===== src/adsd_regs.vh =====
`ifndef ADSD_REGS_VH
`define ADSD_REGS_VH

// ****************************************************************
// instruction words of this group
// ****************************************************************
`define ADSD_OP_RD_RESULT_PAIR  10'h279
`define ADSD_OP_RD_RESULT_LOW   10'h249
`define ADSD_OP_WR_COMPARE_REF  10'h239
`define ADSD_OP_RD_CONV_CTRL    10'h244
`define ADSD_OP_WR_CONV_CTRL    10'h204
`define ADSD_OP_START_CONV      10'h29F
`define ADSD_OP_TEST_CONV_DONE  10'h287
`define ADSD_OP_NOP             10'h000
`define ADSD_OP_POWER_DOWN      10'h008
`define ADSD_OP_POWER_DOWN_ARM  10'h05B
`define ADSD_OP_POWER_FLAG_TEST 10'h003
`define ADSD_OP_WDOG_STOP_ARM   10'h29C
`define ADSD_OP_WDOG_RESTART    10'h2A0
`define ADSD_OP_CERAMIC_SELECT  10'h29A
`define ADSD_OP_RC_SELECT       10'h29B
`define ADSD_OP_RD_CLOCK_CTRL   10'h252
`define ADSD_OP_WR_CLOCK_CTRL   10'h216

// ****************************************************************
// field positions and reset values
// ****************************************************************
`define ADSD_MODE_BIT           3
`define ADSD_RES_PAIR_HI_MSB    9
`define ADSD_RES_PAIR_HI_LSB    6
`define ADSD_RES_PAIR_LO_MSB    5
`define ADSD_RES_PAIR_LO_LSB    2
`define ADSD_RES_LOW_MSB        1
`define ADSD_RES_LOW_LSB        0
`define ADSD_REF_HI_MSB         7
`define ADSD_REF_HI_LSB         4
`define ADSD_REF_LO_MSB         3
`define ADSD_REF_LO_LSB         0
`define ADSD_NIB_RST            4'h0
`define ADSD_REF_RST            8'h00
`define ADSD_LOW_PAD            2'h0

`endif


===== src/adsd_instr_decode.v =====
`include "adsd_regs.vh"

module adsd_instr_decode #(
    parameter RES_W = 10,
    parameter MR_W  = 4
) (
    // clock and reset
    input  wire               sys_clk,
    input  wire               rst_n,
    // instruction from the core
    input  wire               instr_valid,
    input  wire [9:0]         instr_word,
    input  wire [3:0]         acc_in,
    input  wire [3:0]         breg_in,
    // status from neighbouring blocks
    input  wire [RES_W-1:0]   conv_result,
    input  wire               conv_done_set,
    input  wire               watchdog_flag_set,
    input  wire               power_flag,
    input  wire               converter_irq_select_bit,
    // write-back to the core
    output reg                acc_wr_q,
    output reg  [3:0]         acc_data_q,
    output reg                breg_wr_q,
    output reg  [3:0]         breg_data_q,
    output reg                pc_adv_q,
    output reg                skip_next_q,
    // converter side
    output reg  [3:0]         converter_control_reg_q,
    output reg  [7:0]         compare_ref_q,
    output reg                conv_start_q,
    output reg                cmp_start_q,
    output reg                conversion_done_flag_q,
    // system side
    output reg                watchdog_flag_q,
    output reg                watchdog_stopped_q,
    output reg                ram_backup_q,
    output reg                osc_rc_sel_q,
    output reg                onchip_osc_stop_q,
    output reg  [MR_W-1:0]    clock_control_reg_q
);

    // ****************************************************************
    // decode
    // ****************************************************************
    wire op_pair   = instr_valid && (instr_word == `ADSD_OP_RD_RESULT_PAIR);
    wire op_low    = instr_valid && (instr_word == `ADSD_OP_RD_RESULT_LOW);
    wire op_wref   = instr_valid && (instr_word == `ADSD_OP_WR_COMPARE_REF);
    wire op_rq     = instr_valid && (instr_word == `ADSD_OP_RD_CONV_CTRL);
    wire op_wq     = instr_valid && (instr_word == `ADSD_OP_WR_CONV_CTRL);
    wire op_start  = instr_valid && (instr_word == `ADSD_OP_START_CONV);
    wire op_tdone  = instr_valid && (instr_word == `ADSD_OP_TEST_CONV_DONE);
    wire op_nop    = instr_valid && (instr_word == `ADSD_OP_NOP);
    wire op_pdown  = instr_valid && (instr_word == `ADSD_OP_POWER_DOWN);
    wire op_parm   = instr_valid && (instr_word == `ADSD_OP_POWER_DOWN_ARM);
    wire op_pflag  = instr_valid && (instr_word == `ADSD_OP_POWER_FLAG_TEST);
    wire op_warm   = instr_valid && (instr_word == `ADSD_OP_WDOG_STOP_ARM);
    wire op_watchdog_restart_instr   = instr_valid && (instr_word == `ADSD_OP_WDOG_RESTART);
    wire op_cer    = instr_valid && (instr_word == `ADSD_OP_CERAMIC_SELECT);
    wire op_rc     = instr_valid && (instr_word == `ADSD_OP_RC_SELECT);
    wire op_rmr    = instr_valid && (instr_word == `ADSD_OP_RD_CLOCK_CTRL);
    wire op_wmr    = instr_valid && (instr_word == `ADSD_OP_WR_CLOCK_CTRL);

    wire any_op = op_pair | op_low | op_wref | op_rq | op_wq | op_start | op_tdone |
                  op_nop | op_pdown | op_parm | op_pflag | op_warm | op_watchdog_restart_instr |
                  op_cer | op_rc | op_rmr | op_wmr;

    wire cmp_mode = converter_control_reg_q[`ADSD_MODE_BIT];

    // arm states last exactly one executed instruction
    reg pd_arm_q;
    reg wd_arm_q;

    // ****************************************************************
    // write-back values
    // ****************************************************************
    reg        acc_wr_d;
    reg [3:0]  acc_data_d;
    reg        breg_wr_d;
    reg [3:0]  breg_data_d;
    reg        skip_d;
    reg        pc_adv_d;
    reg        conv_start_d;
    reg        cmp_start_d;
    reg        ram_backup_d;
    reg        done_flag_d;
    reg        wdog_flag_d;

    // skips use the flags as they stand before the executing edge
    wire done_skip  = op_tdone && !converter_irq_select_bit && conversion_done_flag_q;
    wire wd_skip    = op_watchdog_restart_instr && watchdog_flag_q;
    wire pflag_skip = op_pflag && power_flag;

    always @* begin
        acc_wr_d    = 1'h0;
        acc_data_d  = `ADSD_NIB_RST;
        breg_wr_d   = 1'h0;
        breg_data_d = `ADSD_NIB_RST;
        skip_d      = done_skip | wd_skip | pflag_skip;
        if (op_pair) begin
            acc_wr_d  = 1'h1;
            breg_wr_d = 1'h1;
            if (cmp_mode) begin
                breg_data_d = compare_ref_q[`ADSD_REF_HI_MSB:`ADSD_REF_HI_LSB];
                acc_data_d  = compare_ref_q[`ADSD_REF_LO_MSB:`ADSD_REF_LO_LSB];
            end else begin
                breg_data_d = conv_result[`ADSD_RES_PAIR_HI_MSB:`ADSD_RES_PAIR_HI_LSB];
                acc_data_d  = conv_result[`ADSD_RES_PAIR_LO_MSB:`ADSD_RES_PAIR_LO_LSB];
            end
        end else if (op_low) begin
            acc_wr_d   = 1'h1;
            acc_data_d = {conv_result[`ADSD_RES_LOW_MSB:`ADSD_RES_LOW_LSB],
                          `ADSD_LOW_PAD};
        end else if (op_rq) begin
            acc_wr_d   = 1'h1;
            acc_data_d = converter_control_reg_q;
        end else if (op_rmr) begin
            acc_wr_d   = 1'h1;
            acc_data_d = clock_control_reg_q[3:0];
        end
    end

    // ****************************************************************
    // strobes and flag next values
    // ****************************************************************
    always @* begin
        // every instruction of the group, nop and disabled writes included
        pc_adv_d     = any_op;
        conv_start_d = op_start && !cmp_mode;
        cmp_start_d  = op_start && cmp_mode;
        ram_backup_d = op_pdown && pd_arm_q;
        // a completion arriving with the clear wins
        done_flag_d = conversion_done_flag_q;
        if (conv_done_set) begin
            done_flag_d = 1'h1;
        end else if (op_start || done_skip) begin
            done_flag_d = 1'h0;
        end
        // likewise a watchdog event beats the restart clear
        wdog_flag_d = watchdog_flag_q;
        if (watchdog_flag_set) begin
            wdog_flag_d = 1'h1;
        end else if (wd_skip) begin
            wdog_flag_d = 1'h0;
        end
    end

    // ****************************************************************
    // write-back registers
    // ****************************************************************
    // data is zero whenever its write strobe is low
    always @(posedge sys_clk or negedge rst_n) begin
        if (!rst_n) begin
            acc_wr_q    <= 1'h0;
            acc_data_q  <= `ADSD_NIB_RST;
            breg_wr_q   <= 1'h0;
            breg_data_q <= `ADSD_NIB_RST;
            skip_next_q <= 1'h0;
        end else begin
            acc_wr_q    <= acc_wr_d;
            acc_data_q  <= acc_data_d;
            breg_wr_q   <= breg_wr_d;
            breg_data_q <= breg_data_d;
            skip_next_q <= skip_d;
        end
    end

    // ****************************************************************
    // one-cycle strobes
    // ****************************************************************
    // pulses stand for exactly one cycle after the executing edge
    always @(posedge sys_clk or negedge rst_n) begin
        if (!rst_n) begin
            pc_adv_q     <= 1'h0;
            conv_start_q <= 1'h0;
            cmp_start_q  <= 1'h0;
            ram_backup_q <= 1'h0;
        end else begin
            pc_adv_q     <= pc_adv_d;
            conv_start_q <= conv_start_d;
            cmp_start_q  <= cmp_start_d;
            ram_backup_q <= ram_backup_d;
        end
    end

    // ****************************************************************
    // converter control register
    // ****************************************************************
    // its mode bit steers the pair read, the reference write and the start; the low read, control read and done test ignore it
    always @(posedge sys_clk or negedge rst_n) begin
        if (!rst_n) begin
            converter_control_reg_q <= `ADSD_NIB_RST;
        end else if (op_wq) begin
            converter_control_reg_q <= acc_in;
        end
    end

    // ****************************************************************
    // comparator reference
    // ****************************************************************
    // dropped in conversion mode, so a mode switch finds the old reference
    always @(posedge sys_clk or negedge rst_n) begin
        if (!rst_n) begin
            compare_ref_q <= `ADSD_REF_RST;
        end else if (op_wref && cmp_mode) begin
            compare_ref_q <= {breg_in, acc_in};
        end
    end

    // ****************************************************************
    // conversion done flag
    // ****************************************************************
    // set and clear are resolved in the next-value logic above
    always @(posedge sys_clk or negedge rst_n) begin
        if (!rst_n) begin
            conversion_done_flag_q <= 1'h0;
        end else begin
            conversion_done_flag_q <= done_flag_d;
        end
    end

    // ****************************************************************
    // watchdog flag
    // ****************************************************************
    always @(posedge sys_clk or negedge rst_n) begin
        if (!rst_n) begin
            watchdog_flag_q <= 1'h0;
        end else begin
            watchdog_flag_q <= wdog_flag_d;
        end
    end

    // ****************************************************************
    // watchdog stop
    // ****************************************************************
    // sticky: only a reset lets the watchdog run again
    always @(posedge sys_clk or negedge rst_n) begin
        if (!rst_n) begin
            watchdog_stopped_q <= 1'h0;
        end else if (op_watchdog_restart_instr && wd_arm_q) begin
            watchdog_stopped_q <= 1'h1;
        end
    end

    // ****************************************************************
    // oscillator selection
    // ****************************************************************
    // the stop is sticky: this block never restarts the on-chip oscillator
    always @(posedge sys_clk or negedge rst_n) begin
        if (!rst_n) begin
            osc_rc_sel_q      <= 1'h0;
            onchip_osc_stop_q <= 1'h0;
        end else if (op_cer || op_rc) begin
            osc_rc_sel_q      <= op_rc;
            onchip_osc_stop_q <= 1'h1;
        end
    end

    // ****************************************************************
    // clock control register
    // ****************************************************************
    // only the low MR_W accumulator bits are kept
    always @(posedge sys_clk or negedge rst_n) begin
        if (!rst_n) begin
            clock_control_reg_q <= {MR_W{1'h0}};
        end else if (op_wmr) begin
            clock_control_reg_q <= acc_in[MR_W-1:0];
        end
    end

    // ****************************************************************
    // arm states
    // ****************************************************************
    // any other executed instruction disarms; idle cycles keep the arm
    always @(posedge sys_clk or negedge rst_n) begin
        if (!rst_n) begin
            pd_arm_q <= 1'h0;
            wd_arm_q <= 1'h0;
        end else if (instr_valid) begin
            pd_arm_q <= op_parm;
            wd_arm_q <= op_warm;
        end
    end

endmodule // adsd_instr_decode


===== config.mk =====
export PLATFORM = sky130hd
export DESIGN_NAME = adsd_instr_decode
export DESIGN_NICKNAME = d
export VERILOG_FILES = /design/src/adsd_instr_decode.v
export VERILOG_INCLUDE_DIRS = /design/src /design/src/src
export SDC_FILE = /design/constraint.sdc
export NUM_CORES = 1
export LEC_CHECK = 0
export ABC_AREA = 1
export ABC_CLOCK_PERIOD_IN_PS = 1500
export BUFFER_PORTS_ARGS = -buffer_cell sky130_fd_sc_hd__buf_2
export CORE_MARGIN = 2
export CORE_UTILIZATION = 50
export CTS_CLUSTER_SIZE = 12
export DETAILED_ROUTE_END_ITERATION = 10
export GPL_TIMING_DRIVEN = 0
export HOLD_SLACK_MARGIN = 0.12
export PLACE_DENSITY = 0.85
export SLEW_MARGIN = 40
export SYNTH_ARGS = -nofsm -noshare
export SYNTH_HDL_FRONTEND = slang
export SYNTH_SLANG_ARGS = --single-unit
export TNS_END_PERCENT = 30

===== constraint.sdc =====
create_clock -name sys_clk -period 1.5 [get_ports sys_clk]
set_input_delay 0.075 -clock sys_clk [delete_from_list [all_inputs] [get_ports sys_clk]]
set_output_delay 0.075 -clock sys_clk [all_outputs]
set_load 0.005 [all_outputs]

==> results of run 1 <==
-- sequential cells by signal (all words and copies together), names as in the netlist, 4 cells and up --
| signal | flops |
|---|---|
| clock_control_reg_q | 4 |
| compare_ref_q | 8 |
| converter_control_reg_q | 4 |
| acc_data_q | 4 |
| breg_data_q | 4 |
-- cell families after synthesis --
family / synth area share, %
flops: 47.0
compound gates: 9.95
buf+inv: 8.53
simple gates: 34.5
-- cells in the final DEF, fill, tap and decap left out, types with 2 or more instances in the layout --
cell | Yosys | final
o211ai_1 | 3 | 3
o21ai_1 | 4 | 4
nand2_2 | 6 | 6
clkbuf_8 | 0 | 6
buf_6 | 3 | 3
a21oi_1 | 6 | 6
dfrtp_1 | 38 | 38
nor2_1 | 21 | 21
inv_2 | 5 | 5
buf_2 | 0 | 68
nand2_1 | 56 | 56
nand3_1 | 18 | 18
nor2_4 | 6 | 6
nand2_4 | 2 | 2
nand4_1 | 9 | 9
buf_4 | 1 | 2
o21ai_0 | 5 | 5
nor2_2 | 5 | 5
o21ai_2 | 8 | 8
inv_1 | 30 | 30
dlygate4sd3_1 | 0 | 22
nand3_2 | 3 | 3
-- final cells by class --
class | instances | area, um2 | share of cell area, %
Sequential cell | 38 | 951 | 34.4
Multi-Input combinational cell | 163 | 901 | 32.5
Timing Repair Buffer | 91 | 568 | 20.5
Inverter | 35 | 131 | 4.75
Clock buffer | 6 | 82.6 | 2.98
Tap cell | 50 | 62.6 | 2.26
Buffer | 4 | 41.3 | 1.49
Clock inverter | 1 | 30.0 | 1.08
-- power groups by stage --
stage / Sequential (W) / Combinational (W) / Clock (W)
floorplan: 0.00106 / 0.0000903 / 0
global placement: 0.00106 / 0.000187 / 0
detailed placement: 0.00106 / 0.000191 / 0
CTS: 0.00104 / 0.000235 / 0.000898
global route: 0.00104 / 0.000262 / 0.000934
finish: 0.00104 / 0.000238 / 0.000889
-- worst min-delay path, delay by kind of cell --
kind                   cells  cell delay (ns)
AND/OR/NAND/NOR            2             0.20
buffers and inverters      1             0.10
-- per-layer routing --
metal	track usage (%)	part of all wire, %	vias up
li1	-	-	965
met1	29.3	41	892
met2	41.3	51	67
met3	6.33	5.0	15
met4	10.2	2.5	0
met5	0	0	-
-- per-stage QoR --
stage	cells	util, %	setup slack (ns)	power [W]	hold slack [ns]
CTS	388	70.1	0.104	0.00217	0.122
finish	388	70.2	0.112	0.00216	0.121
floorplan	240	-	0.284	0.00115	-0.221
global placement	359	61.7	0.189	0.00124	0.214
detailed placement	359	61.7	0.125	0.00125	0.229
global route	388	70.2	0.0321	0.00223	0.146
-- what timing repair did --
| item | in CTS | in global routing |
|---|---|---|
| hold endpoints to repair | 67 | 0 |
| setup buffers | 0 | 0 |
| hold buffers | 22 | 0 |
-- worst paths after layout --
check,to,slack (ns),from,cells after the start
worst max-delay path,acc_data_q[0],0.11,converter_control_reg_q[3],6
worst min register to register,onchip_osc_stop_q,0.46,onchip_osc_stop_q,2
worst max register to register,acc_data_q[0],0.11,converter_control_reg_q[3],6
worst min-delay path,acc_data_q[2],0.12,instr_valid,3
min in group asynchronous,acc_data_q[2],0.28,rst_n,2
max in group asynchronous,watchdog_flag_q,0.89,rst_n,2
==> impl_metrics.tcl, run 1 <==
set metrics [dict create \
    ant_cells 0 \
    grt_max_degree 39 \
    slew-limit-headroom_pct 68.3 \
    routed_wire_length_per_instance_um 13.3 \
    antenna_found_initial 0 \
    floorplan.initialDensity_pct 51.3 \
    dr.pass1.iters 4 \
    placementRows 23 \
    antenna_left 0 \
    grt_overflow 0 \
    combPwrFrac_pct 11.0 \
    final_hold_violation_count 0 \
    cellLeakagePower_nw 1.51 \
    dieArea_mm2 0.00457 \
    cts_tree "built" \
    power_report.internal_total_w 0.00167 \
    ir_drop_worst_vdd_mv 0.564 \
    power.density_cell_area_mw_per_mm2 782 \
    synth_nets 275 \
    drive_above_1_share_pct 35.2 \
    pin_count 71 \
    cts-root-to-sink-buffers 2 \
    synthesis_to_finish_area_growth_pct 36.7 \
    data_required_time_of_the_worst_path_ns 1.66 \
    num_clock_sinks 38 \
    global_route.usage.total_pct 24.4 \
    final_cell_area_mm2 0.00277 \
    period_needed_ns 1.39 \
    syn-cell-area_mm2 0.00202 \
    synth_largest_area_cell "dfrtp_1" \
    critPathArrivalTime_ns 1.55 \
    number_of_clock_buffers_inserted_by_tritoncts 5 \
    portBuffers 69 \
    root_buffer "clkbuf_8" \
    final_period_utilization_pct 92.6 \
    critical_path.cell_chain "buf_4 -> inv_1 -> buf_6 -> or2_0 -> o211ai_1 -> nand3_1" \
    detail_route.drc_violations 0 \
    synth-async-reset-ratio_pct 100 \
    wire_length_of_the_first_global_routing_pass_um 8170 \
    ys_seq_area_share_pct 47.0 \
    most_frequent_cell_after_synthesis "nand2_1" \
    worst-path-max-fanout 10 \
    worst_slew_pin_tran_ns 0.475 \
    post_drt_via_cell_ratio 5.00 \
    timing.setup.tns_ns 0 \
    synth_edf_count 0 \
    die_h_um 67.6 \
    ys_types 30 \
    yosys_register_bits 38 \
    endpoint_kind "flop" \
    timing.critical_path.max_delay_family "flip-flops" \
    synth.avg_cell_area_um2 8.44 \
    run_status "finished, final reports clean" \
    core_region_area_mm2 0.00394 \
    criticalPathCategory "reg -> reg" \
    drt_first_iter_violations 149 \
    hp-class "in -> reg" \
    yosysWarnings 0 \
    netlist.area_leader.share_pct 47.0 \
    slew_violations 0 \
    grt_pass1_vias 1836 \
    critical_path_start_type "flop" \
    most_used_standard_cells_in_the_synthesized_netlist "nand2_1 (56), dfrtp_1 (38), inv_1 (30)" \
    post_cts.resized_instances 0 \
    die_w_um 67.6 \
    cp_slowest_stage_delay_ns 0.42 \
    rsz0062_at_grt "no" \
    cp_slowest_cell "dfrtp_1" \
    vias 1939 \
    power_switching_share_pct 23.0 \
    clock_power_share_pct 41.1 \
    fin_skew_ns 0.00223 \
    synth_top_flop_cell "dfrtp_1" \
    worstPathBufferInverterCount 3 \
    htree_num_levels 2 \
    finalSetupViolations 0 \
    synthesis.instances 240 \
    estimated_wirelength_of_the_detail_placed_design_um 3550 \
    finalWeightedCongestion 0.913 \
    wire_length_after_detailed_routing_um 5150 \
    power.share.sequential_pct 47.9 \
    clk_pin_slew_ns 0.07 \
    placement.cell_area_mm2 0.00243 \
    synth_top_cells_by_area "dfrtp_1 (47%), nand2_1 (10%), inv_1 (5.6%)" \
    design.final.nets 373 \
    n_fill_cell 305 \
    clk-insertion-delay-late_ns 0.29 \
    cap_violations 0 \
    net-switching-power_w 0.000497 \
    max_freq_mhz 720 \
]
(Power assumes the default switching activity.)
==> run 2, diff against run 1 <==
--- a/config.mk
+++ b/config.mk
@@ -6,16 +6,15 @@
 export SDC_FILE = /design/constraint.sdc
 export NUM_CORES = 1
 export LEC_CHECK = 0
-export ABC_AREA = 1
-export ABC_CLOCK_PERIOD_IN_PS = 1500
+export ABC_AREA = 0
 export BUFFER_PORTS_ARGS = -buffer_cell sky130_fd_sc_hd__buf_2
 export CORE_MARGIN = 2
-export CORE_UTILIZATION = 50
+export CORE_UTILIZATION = 49
 export CTS_CLUSTER_SIZE = 12
 export DETAILED_ROUTE_END_ITERATION = 10
 export GPL_TIMING_DRIVEN = 0
 export HOLD_SLACK_MARGIN = 0.12
-export PLACE_DENSITY = 0.85
+export PLACE_DENSITY = 0.84
 export SLEW_MARGIN = 40
 export SYNTH_ARGS = -nofsm -noshare
 export SYNTH_HDL_FRONTEND = slang
==> run 2 against run 1 <==
  * Count of clock-buffer cells in the layout unchanged
  * Flip-flop and latch count unchanged
  * Maximum frequency is 5.8% lower
  * Synthesized area fell by 4.8%
  * Power decreased by 7.3%
  * Highest routed layer unchanged
  * Global-route usage shrank 1.4 points
  * Clock skew up 0.0045 ns
  * Utilization up 2.4 points
  * Routed wire length shrank 5.2%
  * Critical endpoint is now compare_ref_q[3]
  * Setup slack got worse by 0.085 ns
  * Die area fell by 2.6%
  * Largest power group unchanged
  * Register-to-register slack lost 0.09 ns
==> impl_metrics.tcl, run 2 <==
set metrics [dict create \
    cap_violations 0 \
    dieArea_mm2 0.00445 \
    wire_length_after_detailed_routing_um 4880 \
    die_w_um 66.7 \
    detail_route.drc_violations 0 \
    max_freq_mhz 679 \
    most_frequent_cell_after_synthesis "dfrtp_1" \
    ys_seq_area_share_pct 49.3 \
    finalSetupViolations 0 \
    yosysWarnings 0 \
    cts-root-to-sink-buffers 2 \
    antenna_found_initial 0 \
    power_switching_share_pct 24.0 \
    ir_drop_worst_vdd_mv 0.694 \
    synth_top_flop_cell "dfrtp_1" \
    num_clock_sinks 38 \
    yosys_register_bits 38 \
    clock_power_share_pct 36.0 \
    criticalPathCategory "in -> reg" \
    clk-insertion-delay-late_ns 0.29 \
    net-switching-power_w 0.000481 \
    critical_path_start_type "input pin" \
    dr.pass1.iters 4 \
    finalWeightedCongestion 0.884 \
    timing.setup.tns_ns 0 \
    critPathArrivalTime_ns 1.65 \
    wire_length_of_the_first_global_routing_pass_um 7680 \
    finalWorstSetupSlack_ns 0.0262 \
    floorplan.initialDensity_pct 51.9 \
    layout.cells.most_common_list "buf_2 (71), dfrtp_1 (38), dlygate4sd3_1 (19)" \
    placementRows 22 \
    worst_slew_pin_tran_ns 0.563 \
    synth_edf_count 0 \
    synth_top_cells_by_area "dfrtp_1 (49%), mux2_4 (6.2%), mux2_2 (5.3%)" \
    largest_register_ffs 8 \
    final_period_utilization_pct 98.3 \
    root_buffer "clkbuf_8" \
    top_register "compare_ref_q" \
    power.density_cell_area_mw_per_mm2 744 \
    worst-path-max-fanout 9 \
    die_h_um 66.7 \
    drt_first_iter_violations 132 \
    post_drt_via_cell_ratio 5.47 \
    grt_overflow 0 \
    clk_pin_slew_ns 0.08 \
    synth-async-reset-ratio_pct 100 \
    fin_skew_ns 0.00668 \
    synth.avg_cell_area_um2 11.9 \
    core_region_area_mm2 0.00372 \
    vias 1686 \
    pin_count 71 \
    grt_max_degree 39 \
    ys_types 51 \
    combPwrFrac_pct 12.2 \
    place_worst_setup_slack_ns -0.291 \
    global_route.usage.total_pct 23.1 \
    netlist.area_leader.share_pct 49.3 \
    hp-class "in -> reg" \
    data_required_time_of_the_worst_path_ns 1.67 \
    power.share.sequential_pct 51.8 \
    run_status "finished, final reports clean" \
    power_report.internal_total_w 0.00153 \
    number_of_clock_buffers_inserted_by_tritoncts 5 \
    synthesis.instances 162 \
    synth_largest_area_cell "dfrtp_1" \
    totalPowerFinal_w 0.00201 \
    syn-cell-area_mm2 0.00193 \
    reg2regPathDepth 4 \
    whs_path_depth 3 \
    portBuffers 69 \
    estimated_wirelength_of_the_detail_placed_design_um 3410 \
    final_hold_violation_count 0 \
    final_common_cell "buf_2" \
    synthesis_to_finish_area_growth_pct 39.9 \
    routed_wire_length_per_instance_um 15.8 \
    most_used_standard_cells_in_the_synthesized_netlist "dfrtp_1 (38), nor2_1 (13), mux2_2 (9)" \
    cts_tree "built" \
    htree_num_levels 2 \
    drive_above_1_share_pct 47.1 \
    period_needed_ns 1.47 \
    endpoint_kind "flop" \
    cellLeakagePower_nw 1.39 \
    slew_violations 0 \
    synth_nets 197 \
    design.final.nets 293 \
    slew-limit-headroom_pct 62.5 \
    antenna_left 0 \
    grt_pass1_vias 1616 \
]
-- run 2: cell count changes in the layout (fill, tap and decap cells not counted), moves of 7 or more --
| cell | delta |
|---|---|
| nand2_1 | -50 |
| nand3_1 | -16 |
| inv_1 | -27 |
| mux2i_1 | +7 |
| mux2_4 | +11 |
| nor2_1 | -8 |
| nand4_1 | -9 |
| o21ai_2 | -8 |
-- run 2: final timing paths --
| check | from | end | slack (ns) |
|---|---|---|---|
| worst max register to register | converter_control_reg_q[3] | compare_ref_q[3] | 0.03 |
| min in group asynchronous | rst_n | ram_backup_q | 0.28 |
| max in group asynchronous | rst_n | onchip_osc_stop_q | 0.89 |
| worst min register to register | watchdog_stopped_q | watchdog_stopped_q | 0.46 |
| worst max-delay path | instr_word[1] | compare_ref_q[3] | 0.03 |
| worst min-delay path | conv_result[0] | acc_data_q[2] | 0.14 |
-- run 2: cells by family after synthesis --
| logic type | Yosys count | synth area share, % |
|---|---|---|
| AND/OR/NAND/NOR | 59 | 21.7 |
| flip-flops | 38 | 49.3 |
| buffers and inverters | 15 | 3.89 |
| AO/OA/AOI/OAI | 26 | 9.93 |
| multiplexers | 24 | 15.1 |
-- run 2: cell type report --
cell class                 instances  area, um2
antenna                            1       2.50
buffer                            10       76.3
clock buffer                       6       82.6
clock inverter                     2       12.5
fill                             260       1020
inverter                           4       15.0
multi-input combinational        109        945
sequential                        38        951
tap                               48       60.1
timing repair buffer              90        553
-- run 2: metal layers --
metal  vias to the layer above  GRT usage, %  wire, um
met5                         -             0         0
met4                         0          9.18        87
li1                        800             -         -
met1                       817          29.8      2110
met3                         9          3.89       257
met2                        60          38.4      2430
-- run 2: repair_timing --
| action | in CTS | in global routing |
|---|---|---|
| setup endpoints to repair | 10 | 20 |
| resized for setup | 3 | 6 |
| hold buffers | 19 | 0 |
| pin swaps | 1 | 3 |
| setup buffers | 1 | 1 |
| hold endpoints to repair | 63 | 0 |
-- run 2: power groups by stage --
stage | logic, W | clock network, W | registers, W
3_5_place_dp | 0.000194 | 0 | 0.00106
5_1_grt | 0.000266 | 0.000786 | 0.00104
2_1_floorplan | 0.0000907 | 0 | 0.00106
3_3_place_gp | 0.000190 | 0 | 0.00106
6_report | 0.000244 | 0.000722 | 0.00104
4_1_cts | 0.000234 | 0.000732 | 0.00104
-- run 2: metrics by stage --
step | utilization (%) | area, um2 | std cells | hold WS [ns]
2_1_floorplan | - | 1950 | 162 | -0.221
3_3_place_gp | 63.4 | 2350 | 279 | 0.207
3_5_place_dp | 63.4 | 2350 | 279 | 0.214
4_1_cts | 71.5 | 2660 | 307 | 0.135
5_1_grt | 72.5 | 2700 | 307 | 0.162
6_report | 72.6 | 2700 | 308 | 0.144
-- run 2: worst max-delay path, stage by stage --
cell and delay [ns]:
buf_2 0.15, and4bb_4 0.35, nand3_4 0.08, or4_4 0.53, buf_12 0.17, mux2_4 0.30
==> run 3, diff against run 2 <==
--- a/config.mk
+++ b/config.mk
@@ -9,12 +9,13 @@
 export ABC_AREA = 0
 export BUFFER_PORTS_ARGS = -buffer_cell sky130_fd_sc_hd__buf_2
 export CORE_MARGIN = 2
-export CORE_UTILIZATION = 49
+export CORE_UTILIZATION = 44
 export CTS_CLUSTER_SIZE = 12
 export DETAILED_ROUTE_END_ITERATION = 10
 export GPL_TIMING_DRIVEN = 0
 export HOLD_SLACK_MARGIN = 0.12
-export PLACE_DENSITY = 0.84
+export PLACE_DENSITY = 0.8
+export RECOVER_POWER = 50
 export SLEW_MARGIN = 40
 export SYNTH_ARGS = -nofsm -noshare
 export SYNTH_HDL_FRONTEND = slang
==> constraint.sdc (replaced) <==
create_clock -name sys_clk -period 1.3 [get_ports sys_clk]
set_input_delay 0.065 -clock sys_clk [delete_from_list [all_inputs] [get_ports sys_clk]]
set_output_delay 0.065 -clock sys_clk [all_outputs]
set_load 0.005 [all_outputs]
==> run 3 against run 2 <==
  * The run now ends with negative setup slack left
  * Register-to-register slack lost 0.19 ns
  * Via count grew 4.0%
  * Global-route usage shrank 1.7 points
  * Setup slack lost 0.19 ns
  * Clock skew shrank 0.0017 ns
  * Utilization shrank 6.3 points
  * Sequential share of layout area shrank 1.8 points
  * Hold slack lost 0.057 ns
  * Highest routed layer unchanged
==> impl_metrics.tcl, run 3 (same netlist as run 2, synthesis figures left out) <==
set metrics [dict create \
    critical_path_start_type "flop" \
    portBuffers 69 \
    cts-root-to-sink-buffers 2 \
    pin_count 71 \
    met1_usage_pct 29.1 \
    layer_carrying_the_most_global_route_usage "met2" \
    criticalPathCategory "reg -> reg" \
    grt_overflow 0 \
    clk-insertion-delay-late_ns 0.29 \
    routed_wire_length_per_instance_um 16.1 \
    worstPathBufferInverterCount 2 \
    fin_skew_ns 0.00501 \
    dieArea_mm2 0.00493 \
    period_needed_ns 1.46 \
    grtUsageMet3_pct 4.62 \
    grt_max_degree 39 \
    layout.cells.most_common_list "buf_2 (68), dfrtp_1 (38), dlygate4sd3_1 (19)" \
    vias 1753 \
    antenna_found_initial 0 \
    cp_num_cells 4 \
    failed_checks "negative setup slack" \
    antenna_left 0 \
    finalSetupViolations 18 \
    power.density_cell_area_mw_per_mm2 886 \
    synthesis_to_finish_area_growth_pct 47.6 \
    die_h_um 70.2 \
    reg2regPathDepth 4 \
    whs_path_depth 3 \
    cts_tree "built" \
    run_status "complete, but fails checks" \
    cap_violations 0 \
    wire_length_after_detailed_routing_um 5130 \
    hold_buffers 19 \
    hp-class "in -> reg" \
    final_common_cell "buf_2" \
    worst-path-max-fanout 8 \
    grtUsageMet2_pct 33.7 \
    largest_register_ffs 8 \
    placementRows 24 \
    slew_violations 0 \
    reg2reg_from "converter_control_reg_q[3]" \
    slew-limit-headroom_pct 38.5 \
    critPathArrivalTime_ns 1.63 \
    drive_above_1_share_pct 50.4 \
    htree_num_levels 2 \
    setup.reg_to_reg.worst_slack_ns -0.16 \
    top_register "compare_ref_q" \
    post_drt_via_cell_ratio 5.51 \
    cellLeakagePower_nw 1.47 \
    finalWeightedCongestion 0.857 \
    finalWorstSetupSlack_ns -0.163 \
    timing.hold.worst.start "instr_word[5]" \
    drt_first_iter_violations 93 \
    timing.critical_path.max_delay_family "simple AND/OR/NAND/NOR gates" \
    hold_end "acc_wr_q" \
    dr.pass1.iters 6 \
    ant_cells 0 \
    cp_slowest_cell "or4_4" \
    max_freq_mhz 683 \
    num_clock_sinks 38 \
    grt_pass1_vias 1643 \
    core_region_area_mm2 0.00429 \
    design.final.nets 301 \
    final_hold_violation_count 0 \
    detail_route.drc_violations 0 \
    global_route.usage.total_pct 21.4 \
    critical_path.cell_chain "inv_2 -> or4_4 -> buf_12 -> mux2_4" \
    rsz0062_at_grt "yes" \
    timing.hold.ws_ns 0.0876 \
    cp_slowest_stage_delay_ns 0.48 \
    n_fill_cell 318 \
    totalPowerFinal_w 0.00252 \
    ir_drop_worst_vdd_mv 0.500 \
    data_required_time_of_the_worst_path_ns 1.47 \
    root_buffer "clkbuf_8" \
    endpoint_kind "flop" \
    die_w_um 70.2 \
    number_of_clock_buffers_inserted_by_tritoncts 5 \
    clk_pin_slew_ns 0.07 \
    timing.rr.end "compare_ref_q[2]" \
    wire_length_of_the_first_global_routing_pass_um 8180 \
    final_period_utilization_pct 113 \
    floorplan.initialDensity_pct 44.9 \
    estimated_wirelength_of_the_detail_placed_design_um 3390 \
    place_worst_setup_slack_ns -0.488 \
    worst_slew_pin_tran_ns 0.923 \
]
==> run 3: worst max-delay path by stage <==
stage,start,end,slack (ns)
4_1_cts,converter_control_reg_q[3],compare_ref_q[2],-0.17
3_5_place_dp,instr_word[6],osc_rc_sel_q,-0.49
5_1_grt,converter_control_reg_q[3],compare_ref_q[1],-0.19
3_3_place_gp,instr_word[3],converter_control_reg_q[1],-0.48
6_report,converter_control_reg_q[3],compare_ref_q[2],-0.16
2_1_floorplan,instr_word[5],converter_control_reg_q[0],-0.32
==> run 3: metrics by stage <==
step           TNS (ns)  cell area, um2  std cells  util, %
3_3_place_gp     -13.31            2370        283     55.2
3_5_place_dp     -13.57            2370        283     55.2
6_report          -1.71            2850        318     66.3
4_1_cts           -2.07            2770        313     64.4
2_1_floorplan     -4.93            1960        162        -
5_1_grt           -2.75            2850        318     66.3
==> run 3: worst register-to-register path, stage by stage (launching register included) <==
cell and delay (ns):
dfrtp_1 0.36, inv_2 0.04, or4_4 0.49, buf_12 0.17, mux2_4 0.30
==> run 3: cell type report <==
| cell class | instances | area [um2] | area share, % |
|---|---|---|---|
| plain buffers | 11 | 124 | 4.35 |
| clock buffers | 6 | 82.6 | 2.90 |
| multi-input cells | 109 | 973 | 34.2 |
| flip-flops and latches | 38 | 951 | 33.4 |
| inverters | 4 | 15.0 | 0.528 |
| clock inverters | 1 | 30.0 | 1.06 |
| repair buffers | 97 | 604 | 21.2 |
| well taps | 52 | 65.1 | 2.29 |
==> run 3: what timing repair did <==
item	CTS	global route
endpoints found under the hold margin	65	1
setup endpoints to repair	30	29
resized for setup	16	11
setup buffers	4	5
pin swaps	6	4
==> run 3: per-layer routing <==
metal	share of wire, %	wire [um]	vias up
li1	-	-	814
met1	44	2250	866
met2	50	2550	67
met3	5.6	290	6
met4	0.97	50	0
met5	0	0	-
==> run 3: power by group <==
group | switching [W] | internal (W)
Clock | 0.000396 | 0.000614
Combinational | 0.000150 | 0.000161
Sequential | 0.00000746 | 0.00119
Total | 0.000554 | 0.00197
